==> config.mk <==
export PLATFORM = sky130hd
export DESIGN_NAME = doc_conditioner
export DESIGN_NICKNAME = d
export VERILOG_FILES = /design/src/hw/doc_pkg.sv /design/src/hw/doc_ms_tick.sv /design/src/hw/doc_delay.sv /design/src/hw/doc_conditioner.sv
export SDC_FILE = /design/constraint.sdc
export NUM_CORES = 1
export LEC_CHECK = 0
export BUFFER_PORTS_ARGS = -buffer_cell sky130_fd_sc_hd__buf_2
export CAP_MARGIN = 5
export CORE_ASPECT_RATIO = 0.9
export CORE_MARGIN = 5
export CORE_UTILIZATION = 40
export CTS_BUF_LIST = sky130_fd_sc_hd__clkbuf_4
export DETAILED_ROUTE_END_ITERATION = 12
export PLACE_DENSITY = 0.67
export SYNTH_ARGS = -nofsm -noshare
export SYNTH_HDL_FRONTEND = slang
export SYNTH_SLANG_ARGS = --single-unit
==> constraint.sdc <==
create_clock -name core_clk -period 10.04 [get_ports core_clk]
set_clock_uncertainty 0.2 [all_clocks]
set_input_delay 1.506 -clock core_clk [delete_from_list [all_inputs] [get_ports core_clk]]
set_output_delay 1.506 -clock core_clk [all_outputs]
set_load 0.05 [all_outputs]
==> src/hw/doc_pkg.sv <==
// package: register map, field layout, modes and timing constants of the output conditioner
package doc_pkg;
  localparam int NUM_CH = 4;
  localparam int ADDR_W = 4;
  // register byte offsets (word aligned)
  localparam logic [ADDR_W-1:0] OFS_CTRL = 4'h0;
  localparam logic [ADDR_W-1:0] OFS_CHCFG = 4'h4;
  localparam logic [ADDR_W-1:0] OFS_STAT = 4'h8;
  localparam logic [ADDR_W-1:0] OFS_IRQ = 4'hc;
  // ctrl fields
  localparam int CTRL_ACTIVE = 0;
  localparam int CTRL_TMO_SHIFT = 8;
  localparam int CTRL_TMO_W = 16;
  // per-channel config fields, 8 bits per channel
  localparam int CFG_STRIDE = 8;
  localparam int CFG_SIM = 0;
  localparam int CFG_SIM_VAL = 1;
  localparam int CFG_SIM_INV = 2;
  localparam int CFG_EMODE = 3;
  localparam int CFG_SUBST = 5;
  localparam int CFG_INVERT = 6;
  localparam int CFG_LFD_EN = 7;
  // status fields, 4 bits per channel group
  localparam int ST_OUT = 0;
  localparam int ST_LF = 4;
  localparam int ST_ERR = 8;
  localparam int ST_WD = 12;
  // interrupt events
  localparam int IRQ_W = 6;
  localparam int IRQ_WD = 4;
  localparam int IRQ_MISS = 5;
  localparam logic [31:0] CTRL_RST = 32'h0000_0000;
  localparam logic [31:0] CHCFG_RST = 32'h0000_0000;
  // error modes
  typedef enum logic [1:0] {
    DOC_EM_CURRENT = 2'b00,
    DOC_EM_SUBST = 2'b01,
    DOC_EM_LAST = 2'b10
  } doc_emode_t;
  // timing
  localparam int CLK_HZ = 20_000_000;
  localparam int MS_CYC = CLK_HZ / 1000;
  localparam int WD_TIME_MS = 500;
  localparam int WD_FAIL_LIMIT = 3;
  localparam logic [1:0] WD_FAIL_MAX = 2'h3;
  localparam int MS_CNT_W = 15;
  localparam int DLY_W = 8;
endpackage

==> src/hw/doc_ms_tick.sv <==
// module: millisecond enable pulse divider
`timescale 1ns/100ps
`default_nettype none
module doc_ms_tick (
  input wire logic core_clk, // module clock
  input wire logic rstn, // synchronous reset, low active
  output logic tick // one-cycle pulse every millisecond
);
  logic [doc_pkg::MS_CNT_W-1:0] cnt_reg;

  always_ff @(posedge core_clk) begin
    if (!rstn) begin
      cnt_reg <= '0;
      tick <= 1'b0;
    end else if (cnt_reg == doc_pkg::MS_CNT_W'(doc_pkg::MS_CYC - 1)) begin
      cnt_reg <= '0;
      tick <= 1'b1;
    end else begin
      cnt_reg <= cnt_reg + 1'b1;
      tick <= 1'b0;
    end
  end
endmodule
`default_nettype wire

==> src/hw/doc_delay.sv <==
// module: on/off delay stage for one output channel
`timescale 1ns/100ps
`default_nettype none
module doc_delay (
  input wire logic core_clk, // module clock
  input wire logic rstn, // synchronous reset, low active
  input wire logic ms_tick, // millisecond enable
  input wire logic din, // requested level
  input wire logic [doc_pkg::DLY_W-1:0] on_ms, // 0 to 1 delay in ms
  input wire logic [doc_pkg::DLY_W-1:0] off_ms, // 1 to 0 delay in ms
  output logic dout // delayed level
);
  logic [doc_pkg::DLY_W-1:0] cnt_reg;
  logic [doc_pkg::DLY_W-1:0] lim;

  always_comb begin
    lim = din ? on_ms : off_ms;
  end

  // a change is passed once it has stood for the set number of ms
  always_ff @(posedge core_clk) begin
    if (!rstn) begin
      cnt_reg <= '0;
      dout <= 1'b0;
    end else if (din == dout) begin
      cnt_reg <= '0;
    end else if (cnt_reg >= lim) begin
      dout <= din;
      cnt_reg <= '0;
    end else if (ms_tick) begin
      cnt_reg <= cnt_reg + 1'b1;
    end
  end
endmodule
`default_nettype wire

==> src/hw/doc_conditioner.sv <==
// module: digital output channel conditioner with avalon-mm registers
//
// Overview of operation
// normal mode: output follows the latest bus value of the channel.
// simulation mode: bus value ignored, configured simulation value is output.
// watchdog expiry starts error handling with the configured error mode; the code sets the error flags but forces all outputs to 0.
// a value received with invalid status also starts error handling.
// in error, output replaced by one of three per-channel strategies.
// line faults never start substitution; output keeps its normal source.
// current-value mode passes the incoming or simulated signal unchanged.
// substitute mode drives the per-channel substitute bit during error.
// last-valid mode drives the final value valid before the fault.
// inversion enabled complements the output level.
// with monitoring on, open lead or short is reported in channel status.
// channels follow the module active setting, no own activation.
// three failed com attempts then 500 ms switch outputs off.
// com unit sends value bit then validity bit; 1 means invalid.
// configurable ms delay stretches 1 to 0 transitions.
// configurable ms delay filters 0 to 1 transitions.
// last-valid register loads on each valid receipt, frozen during error; the code still loads it in simulation mode with the simulated invalid bit set.
// inversion after selection, before on and off delays.
`timescale 1ns/100ps
`default_nettype none
module doc_conditioner (
  input wire logic core_clk, // module clock, 20 MHz
  input wire logic rstn, // synchronous reset, low active
  input wire logic [3:0] avs_address, // byte address
  input wire logic avs_read, // read request
  input wire logic avs_write, // write request
  input wire logic [31:0] avs_writedata, // write data
  input wire logic [3:0] avs_byteenable, // byte lanes
  output logic [31:0] avs_readdata, // read data
  output logic avs_waitrequest, // stall
  input wire logic [3:0] bus_value, // per-channel value from com unit
  input wire logic [3:0] bus_invalid, // per-channel validity, 1 = invalid
  input wire logic bus_strobe, // one-cycle pulse: new frame received
  input wire logic com_fail, // one-cycle pulse: failed com attempt
  input wire logic [3:0] line_fault_pin, // raw line-fault detector, async
  output logic [3:0] out_drive, // channel output drive
  output logic irq // interrupt, high level
);
  localparam int N = doc_pkg::NUM_CH;
  localparam int WD_CYC = doc_pkg::WD_TIME_MS * doc_pkg::MS_CYC;
  localparam int WD_CNT_W = 24; // holds the 500 ms count at 20 MHz
  localparam int MASK_POS = 16; // mask field position in the interrupt word
  localparam int DLY_POS = 16; // delay copy position in the status word

  ////////////////////////////////////////////////////////////////////////////////
  // registers
  logic [31:0] ctrl_reg;
  logic [31:0] chcfg_reg;
  logic [31:0] dly_reg;
  logic [doc_pkg::IRQ_W-1:0] irq_st_reg;
  logic [doc_pkg::IRQ_W-1:0] irq_mask_reg;
  logic ack_reg;
  logic [N-1:0] val_reg;
  logic [N-1:0] inv_reg;
  logic [N-1:0] last_reg;
  logic [N-1:0] lf_reg;
  logic [1:0] fail_cnt_reg;
  logic wd_arm_reg;
  logic wd_off_reg;
  logic [WD_CNT_W-1:0] wd_cnt_reg;
  logic [N-1:0] lf_s1_reg;
  logic [N-1:0] lf_s2_reg;
  logic [N-1:0] lf_s3_reg;
  logic [N-1:0] sel;
  logic [N-1:0] err;
  logic [N-1:0] delayed;
  logic ms_tick;
  logic active;

  // byte-lane merge of a write
  function automatic logic [31:0] be_merge(input logic [31:0] old, input logic [31:0] wd,
                                           input logic [3:0] be);
    logic [31:0] r;
    r = old;
    for (int i = 0; i < 4; i++) begin
      if (be[i]) begin
        r[i*8 +: 8] = wd[i*8 +: 8];
      end
    end
    return r;
  endfunction

  // register select decode
  function automatic logic hit(input logic [3:0] a, input logic [3:0] ofs);
    return a == ofs;
  endfunction

  ////////////////////////////////////////////////////////////////////////////////
  // avalon-mm slave: one wait cycle, answer on the second edge
  wire req = (avs_read | avs_write) & !ack_reg;

  always_ff @(posedge core_clk) begin
    if (!rstn) begin
      ack_reg <= 1'b0;
    end else begin
      ack_reg <= req;
    end
  end

  always_ff @(posedge core_clk) begin
    if (!rstn) begin
      avs_waitrequest <= 1'b1;
    end else begin
      avs_waitrequest <= !req;
    end
  end

  // a write lands at the edge where waitrequest is seen low
  wire wr_go = avs_write & ack_reg;

  always_ff @(posedge core_clk) begin
    if (!rstn) begin
      ctrl_reg <= doc_pkg::CTRL_RST;
      chcfg_reg <= doc_pkg::CHCFG_RST;
      irq_mask_reg <= '0;
    end else if (wr_go) begin
      if (hit(avs_address, doc_pkg::OFS_CTRL)) begin
        ctrl_reg <= be_merge(ctrl_reg, avs_writedata, avs_byteenable);
      end
      if (hit(avs_address, doc_pkg::OFS_CHCFG)) begin
        chcfg_reg <= be_merge(chcfg_reg, avs_writedata, avs_byteenable);
      end
      if (hit(avs_address, doc_pkg::OFS_IRQ) && avs_byteenable[2]) begin
        irq_mask_reg <= avs_writedata[MASK_POS +: doc_pkg::IRQ_W];
      end
    end
  end

  // delay settings share the status offset on write: on ms low byte, off ms next byte
  always_ff @(posedge core_clk) begin
    if (!rstn) begin
      dly_reg <= '0;
    end else if (wr_go && hit(avs_address, doc_pkg::OFS_STAT)) begin
      dly_reg <= be_merge(dly_reg, avs_writedata, avs_byteenable);
    end
  end

  logic [31:0] status_word;
  always_comb begin
    status_word = '0;
    status_word[doc_pkg::ST_OUT +: N] = out_drive;
    status_word[doc_pkg::ST_LF +: N] = lf_reg;
    status_word[doc_pkg::ST_ERR +: N] = err;
    status_word[doc_pkg::ST_WD] = wd_off_reg;
    status_word[DLY_POS +: 2 * doc_pkg::DLY_W] = dly_reg[2 * doc_pkg::DLY_W - 1:0];
  end

  logic [31:0] irq_word;
  always_comb begin
    irq_word = '0;
    irq_word[0 +: doc_pkg::IRQ_W] = irq_st_reg;
    irq_word[MASK_POS +: doc_pkg::IRQ_W] = irq_mask_reg;
  end

  always_ff @(posedge core_clk) begin
    if (!rstn) begin
      avs_readdata <= '0;
    end else if (avs_read & req) begin
      unique case (avs_address)
        doc_pkg::OFS_CTRL: avs_readdata <= ctrl_reg;
        doc_pkg::OFS_CHCFG: avs_readdata <= chcfg_reg;
        doc_pkg::OFS_STAT: avs_readdata <= status_word;
        doc_pkg::OFS_IRQ: avs_readdata <= irq_word;
        default: avs_readdata <= 32'h0000_0000;
      endcase
    end
  end

  ////////////////////////////////////////////////////////////////////////////////
  // bus frame capture and last-valid hold
  always_ff @(posedge core_clk) begin
    if (!rstn) begin
      val_reg <= '0;
      inv_reg <= '1;
    end else if (bus_strobe) begin
      val_reg <= bus_value;
      inv_reg <= bus_invalid;
    end
  end

  always_ff @(posedge core_clk) begin
    if (!rstn) begin
      last_reg <= '0;
    end else if (bus_strobe) begin
      for (int c = 0; c < N; c++) begin
        if (!bus_invalid[c] && !wd_off_reg) begin
          last_reg[c] <= bus_value[c];
        end
      end
    end
  end

  ////////////////////////////////////////////////////////////////////////////////
  // watchdog: three failed attempts arm it, 500 ms later outputs go off
  always_ff @(posedge core_clk) begin
    if (!rstn) begin
      fail_cnt_reg <= '0;
      wd_arm_reg <= 1'b0;
    end else if (bus_strobe) begin
      fail_cnt_reg <= '0;
      wd_arm_reg <= 1'b0;
    end else if (com_fail) begin
      if (fail_cnt_reg == doc_pkg::WD_FAIL_MAX - 2'h1) begin
        wd_arm_reg <= 1'b1;
      end
      if (fail_cnt_reg != doc_pkg::WD_FAIL_MAX) begin
        fail_cnt_reg <= fail_cnt_reg + 2'h1;
      end
    end
  end

  always_ff @(posedge core_clk) begin
    if (!rstn) begin
      wd_cnt_reg <= '0;
      wd_off_reg <= 1'b0;
    end else if (!wd_arm_reg) begin
      wd_cnt_reg <= '0;
      wd_off_reg <= 1'b0;
    end else if (wd_cnt_reg == WD_CNT_W'(WD_CYC - 1)) begin
      wd_off_reg <= 1'b1;
    end else begin
      wd_cnt_reg <= wd_cnt_reg + WD_CNT_W'(1);
    end
  end

  ////////////////////////////////////////////////////////////////////////////////
  // line fault synchroniser: change accepted when stages two and three agree
  always_ff @(posedge core_clk) begin
    if (!rstn) begin
      lf_s1_reg <= '0;
      lf_s2_reg <= '0;
      lf_s3_reg <= '0;
      lf_reg <= '0;
    end else begin
      lf_s1_reg <= line_fault_pin;
      lf_s2_reg <= lf_s1_reg;
      lf_s3_reg <= lf_s2_reg;
      for (int c = 0; c < N; c++) begin
        if (lf_s2_reg[c] == lf_s3_reg[c]) begin
          lf_reg[c] <= lf_s3_reg[c] & chcfg_reg[c*doc_pkg::CFG_STRIDE + doc_pkg::CFG_LFD_EN];
        end
      end
    end
  end

  ////////////////////////////////////////////////////////////////////////////////
  // per-channel source and error-mode selection
  assign active = ctrl_reg[doc_pkg::CTRL_ACTIVE];

  doc_ms_tick u_tick (
    .core_clk(core_clk),
    .rstn(rstn),
    .tick(ms_tick)
  );

  genvar g;
  generate
    for (g = 0; g < N; g++) begin : g_ch
      wire [doc_pkg::CFG_STRIDE-1:0] cfg = chcfg_reg[g*doc_pkg::CFG_STRIDE +: doc_pkg::CFG_STRIDE];
      wire sim = cfg[doc_pkg::CFG_SIM];
      wire src = sim ? cfg[doc_pkg::CFG_SIM_VAL] : val_reg[g];
      wire src_bad = sim ? cfg[doc_pkg::CFG_SIM_INV] : inv_reg[g];
      doc_pkg::doc_emode_t em;
      logic pick;
      // line fault is deliberately not part of the error term
      assign err[g] = wd_off_reg | src_bad;
      assign em = doc_pkg::doc_emode_t'(cfg[doc_pkg::CFG_EMODE +: 2]);
      always_comb begin
        pick = src;
        if (err[g]) begin
          unique case (em)
            doc_pkg::DOC_EM_CURRENT: pick = src;
            doc_pkg::DOC_EM_SUBST: pick = cfg[doc_pkg::CFG_SUBST];
            doc_pkg::DOC_EM_LAST: pick = last_reg[g];
            default: pick = src;
          endcase
        end
      end
      assign sel[g] = active & (pick ^ cfg[doc_pkg::CFG_INVERT]);

      doc_delay u_dly (
        .core_clk(core_clk),
        .rstn(rstn),
        .ms_tick(ms_tick),
        .din(sel[g]),
        .on_ms(dly_reg[doc_pkg::DLY_W-1:0]),
        .off_ms(dly_reg[doc_pkg::DLY_W +: doc_pkg::DLY_W]),
        .dout(delayed[g])
      );
    end
  endgenerate

  // watchdog shutdown and module inactive override the delay stage at once
  always_ff @(posedge core_clk) begin
    if (!rstn) begin
      out_drive <= '0;
    end else begin
      out_drive <= (wd_off_reg | !active) ? '0 : delayed;
    end
  end

  ////////////////////////////////////////////////////////////////////////////////
  // interrupts: line-fault rise per channel, watchdog off, missed frame
  logic [N-1:0] lf_prev_reg;
  logic wd_prev_reg;
  logic [doc_pkg::IRQ_W-1:0] ev;

  always_ff @(posedge core_clk) begin
    if (!rstn) begin
      lf_prev_reg <= '0;
      wd_prev_reg <= 1'b0;
    end else begin
      lf_prev_reg <= lf_reg;
      wd_prev_reg <= wd_off_reg;
    end
  end

  always_comb begin
    ev = '0;
    ev[N-1:0] = lf_reg & ~lf_prev_reg;
    ev[doc_pkg::IRQ_WD] = wd_off_reg & ~wd_prev_reg;
    ev[doc_pkg::IRQ_MISS] = com_fail;
  end

  // set wins over a same-cycle write-one clear
  always_ff @(posedge core_clk) begin
    if (!rstn) begin
      irq_st_reg <= '0;
    end else if (wr_go && hit(avs_address, doc_pkg::OFS_IRQ) && avs_byteenable[0]) begin
      irq_st_reg <= (irq_st_reg & ~avs_writedata[doc_pkg::IRQ_W-1:0]) | ev;
    end else begin
      irq_st_reg <= irq_st_reg | ev;
    end
  end

  always_ff @(posedge core_clk) begin
    if (!rstn) begin
      irq <= 1'b0;
    end else begin
      irq <= |(irq_st_reg & irq_mask_reg);
    end
  end
endmodule
`default_nettype wire

==> results.ini <==
[run_status]
outcome=complete, no violations

[logic_synthesis]
synth-seq-cells=244
yosysMostFrequentCell=dfxtp_1
synth_common_cells=244 x dfxtp_1, 154 x nor2_1, 139 x nand2_1
synth_edf_count=0
ys_top_cells_by_area=dfxtp_1 41%, mux2i_1 11%, ha_1 5.0%, nor2_1 4.8%, nand2_1 4.3%
ys_types=58
yosysTopAreaCell=dfxtp_1
async_flop_share_pct=0
synth_top_cell_area_share_pct=40.7
netlist_instances=1362
ys.flop_type=dfxtp_1
synth_nets=1468
yosysSeqAreaShare_pct=40.7
syn_area_um2=12000
avgSynthCellArea_um2=8.82
yosys_warnings=0

[routing]
ant_nets=0
wl_per_cell_um=17.7
drc_errors=0
num_vias=10600
routed_wl_mm=33.6
first_iter_violations=773
drt-pass1-iter-count=5
viasPerCell=5.55

[clock_network]
ctsResizeCount=0
clk_latency_ns=0.67
cts_tree=built
postCtsSetupBuffers=0
cts_hold_buf=0
htreeDepth=3
path_clk_slew_ns=0.06
cts-buffers-inserted=66
clockBufferDepth=3
clock_sinks=244
clock-root-buffer=clkbuf_4

[critical_path]
arrival_ns=5.36
critPathMaxFanout=17
cp-end-kind=flop
cp.required_ns=10.34
start_kind=flop
crit_type=flop to flop
ff2ff_setup_slack_ns=4.99

[cells_and_area]
areaGrowthSynthToFinish_pct=13.1
drive_above_1_share_pct=15.3
fin_util_pct=45.7
insertedDiodeCount=0
final_nets=1565
fillers=2964

[power]
irDropWorstVdd_uv=76.9
p_leak_nw=4.74
total_power_mw=1.96
power.density_nw_per_um2=144

[run]
maxCapViolations=0

[place]
dpl_worst_slack_ns=5.07
io_buffers=95
hpwl_mm=22.6
globalplace.congestion=0.879

[floorplan]
die_h_um=174
die-area_um2=33600
pin_count=96
initial_utilization_pct=40.4
placementRows=60
core_area_um2=29700
die_x_um=193

[sta]
slew_headroom_pct=26.2
rsz0062_at_grt=false
hold_viol=0
setup_tns_ns=0
tightest_slew_ns=1.09
max_freq_mhz=198
holdWs_ns=0.233
min_period_ns=5.05
slew_violations=0
finalCritPeriodShare_pct=50.3
setup_violations=0
setup_ws_ns=4.99

[global_routing]
grt_pass1_vias=10300
antenna_found_initial=1
grtUsageTotal_pct=19.5
grt_max_degree=76
grt_pass1_wl_mm=53.9
overflow=0

[worst_hold_path]
holdCritPathClass=flop to flop

==> stage by stage <==
stage / instance area [um2] / std cells
2_1_floorplan: 12000 / 1362
3_3_place_gp: 12700 / 1794
3_5_place_dp: 12700 / 1794
4_1_cts: 13600 / 1903
5_1_grt: 13600 / 1903
6_report: 13600 / 1903
==> worst paths after layout <==
path                 from                       end  cells past startpoint
min          lf_s1_reg[1]              lf_s2_reg[1]                      1
max reg2reg  chcfg_reg[3]  g_ch[0].u_dly.cnt_reg[0]                     13
min reg2reg  lf_s1_reg[1]              lf_s2_reg[1]                      1
max          chcfg_reg[3]  g_ch[0].u_dly.cnt_reg[0]                     13
==> worst max-delay path, stage by stage (launching register included) <==
cell     delay [ns]
dfxtp_1        0.38
inv_1          0.06
ha_1           0.32
a221o_1        0.27
a21o_1         0.16
a21oi_1        0.34
or2_1          0.70
mux2_1         0.39
ha_1           0.27
nor2b_1        0.10
o21ai_0        0.10
a41oi_1        0.82
nor2_1         0.29
o41ai_1        0.50
==> per-layer routing <==
layer | GRT usage, % | wire (um)
met5 | 0 | 0
met4 | 5.70 | 625
met3 | 4.10 | 2680
met2 | 29.2 | 14800
met1 | 28.3 | 15600
==> power by group <==
group          internal [mW]  switching, mW
combinational         0.0230         0.0561
clock                  0.488          0.410
sequential             0.976        0.00562
total                   1.49          0.472
==> logic make-up after synthesis <==
group | count (synthesis) | synth area share, %
flops | 244 | 40.7
xor+xnor | 55 | 4.01
compound gates | 324 | 17.4
buf+inv | 95 | 3.34
fa+ha+maj | 48 | 5.00
simple gates | 460 | 18.0
mux | 136 | 11.6
==> cell type report <==
type	instances	area, um2	share of cell area, %
Multi-Input combinational cell	1023	6750	49.7
Sequential cell	244	4880	35.9
Clock buffer	96	721	5.30
Timing Repair Buffer	104	543	4.00
Tap cell	403	504	3.71
Clock inverter	13	106	0.783
Inverter	20	77.6	0.571
==> cell usage in the layout (no fill, tap or decap), types with 17 or more instances in the layout <==
master / n
a21o_1: 28
a21oi_1: 95
a22oi_1: 47
and2_1: 25
buf_2: 95
clkbuf_4: 96
dfxtp_1: 244
ha_1: 48
inv_1: 19
mux2i_1: 128
nand2_1: 139
nand2b_1: 22
nand3_1: 25
nand4_1: 21
nor2_1: 154
nor3_1: 17
o21ai_0: 70
xor2_1: 42
(Power assumes the default switching activity.)
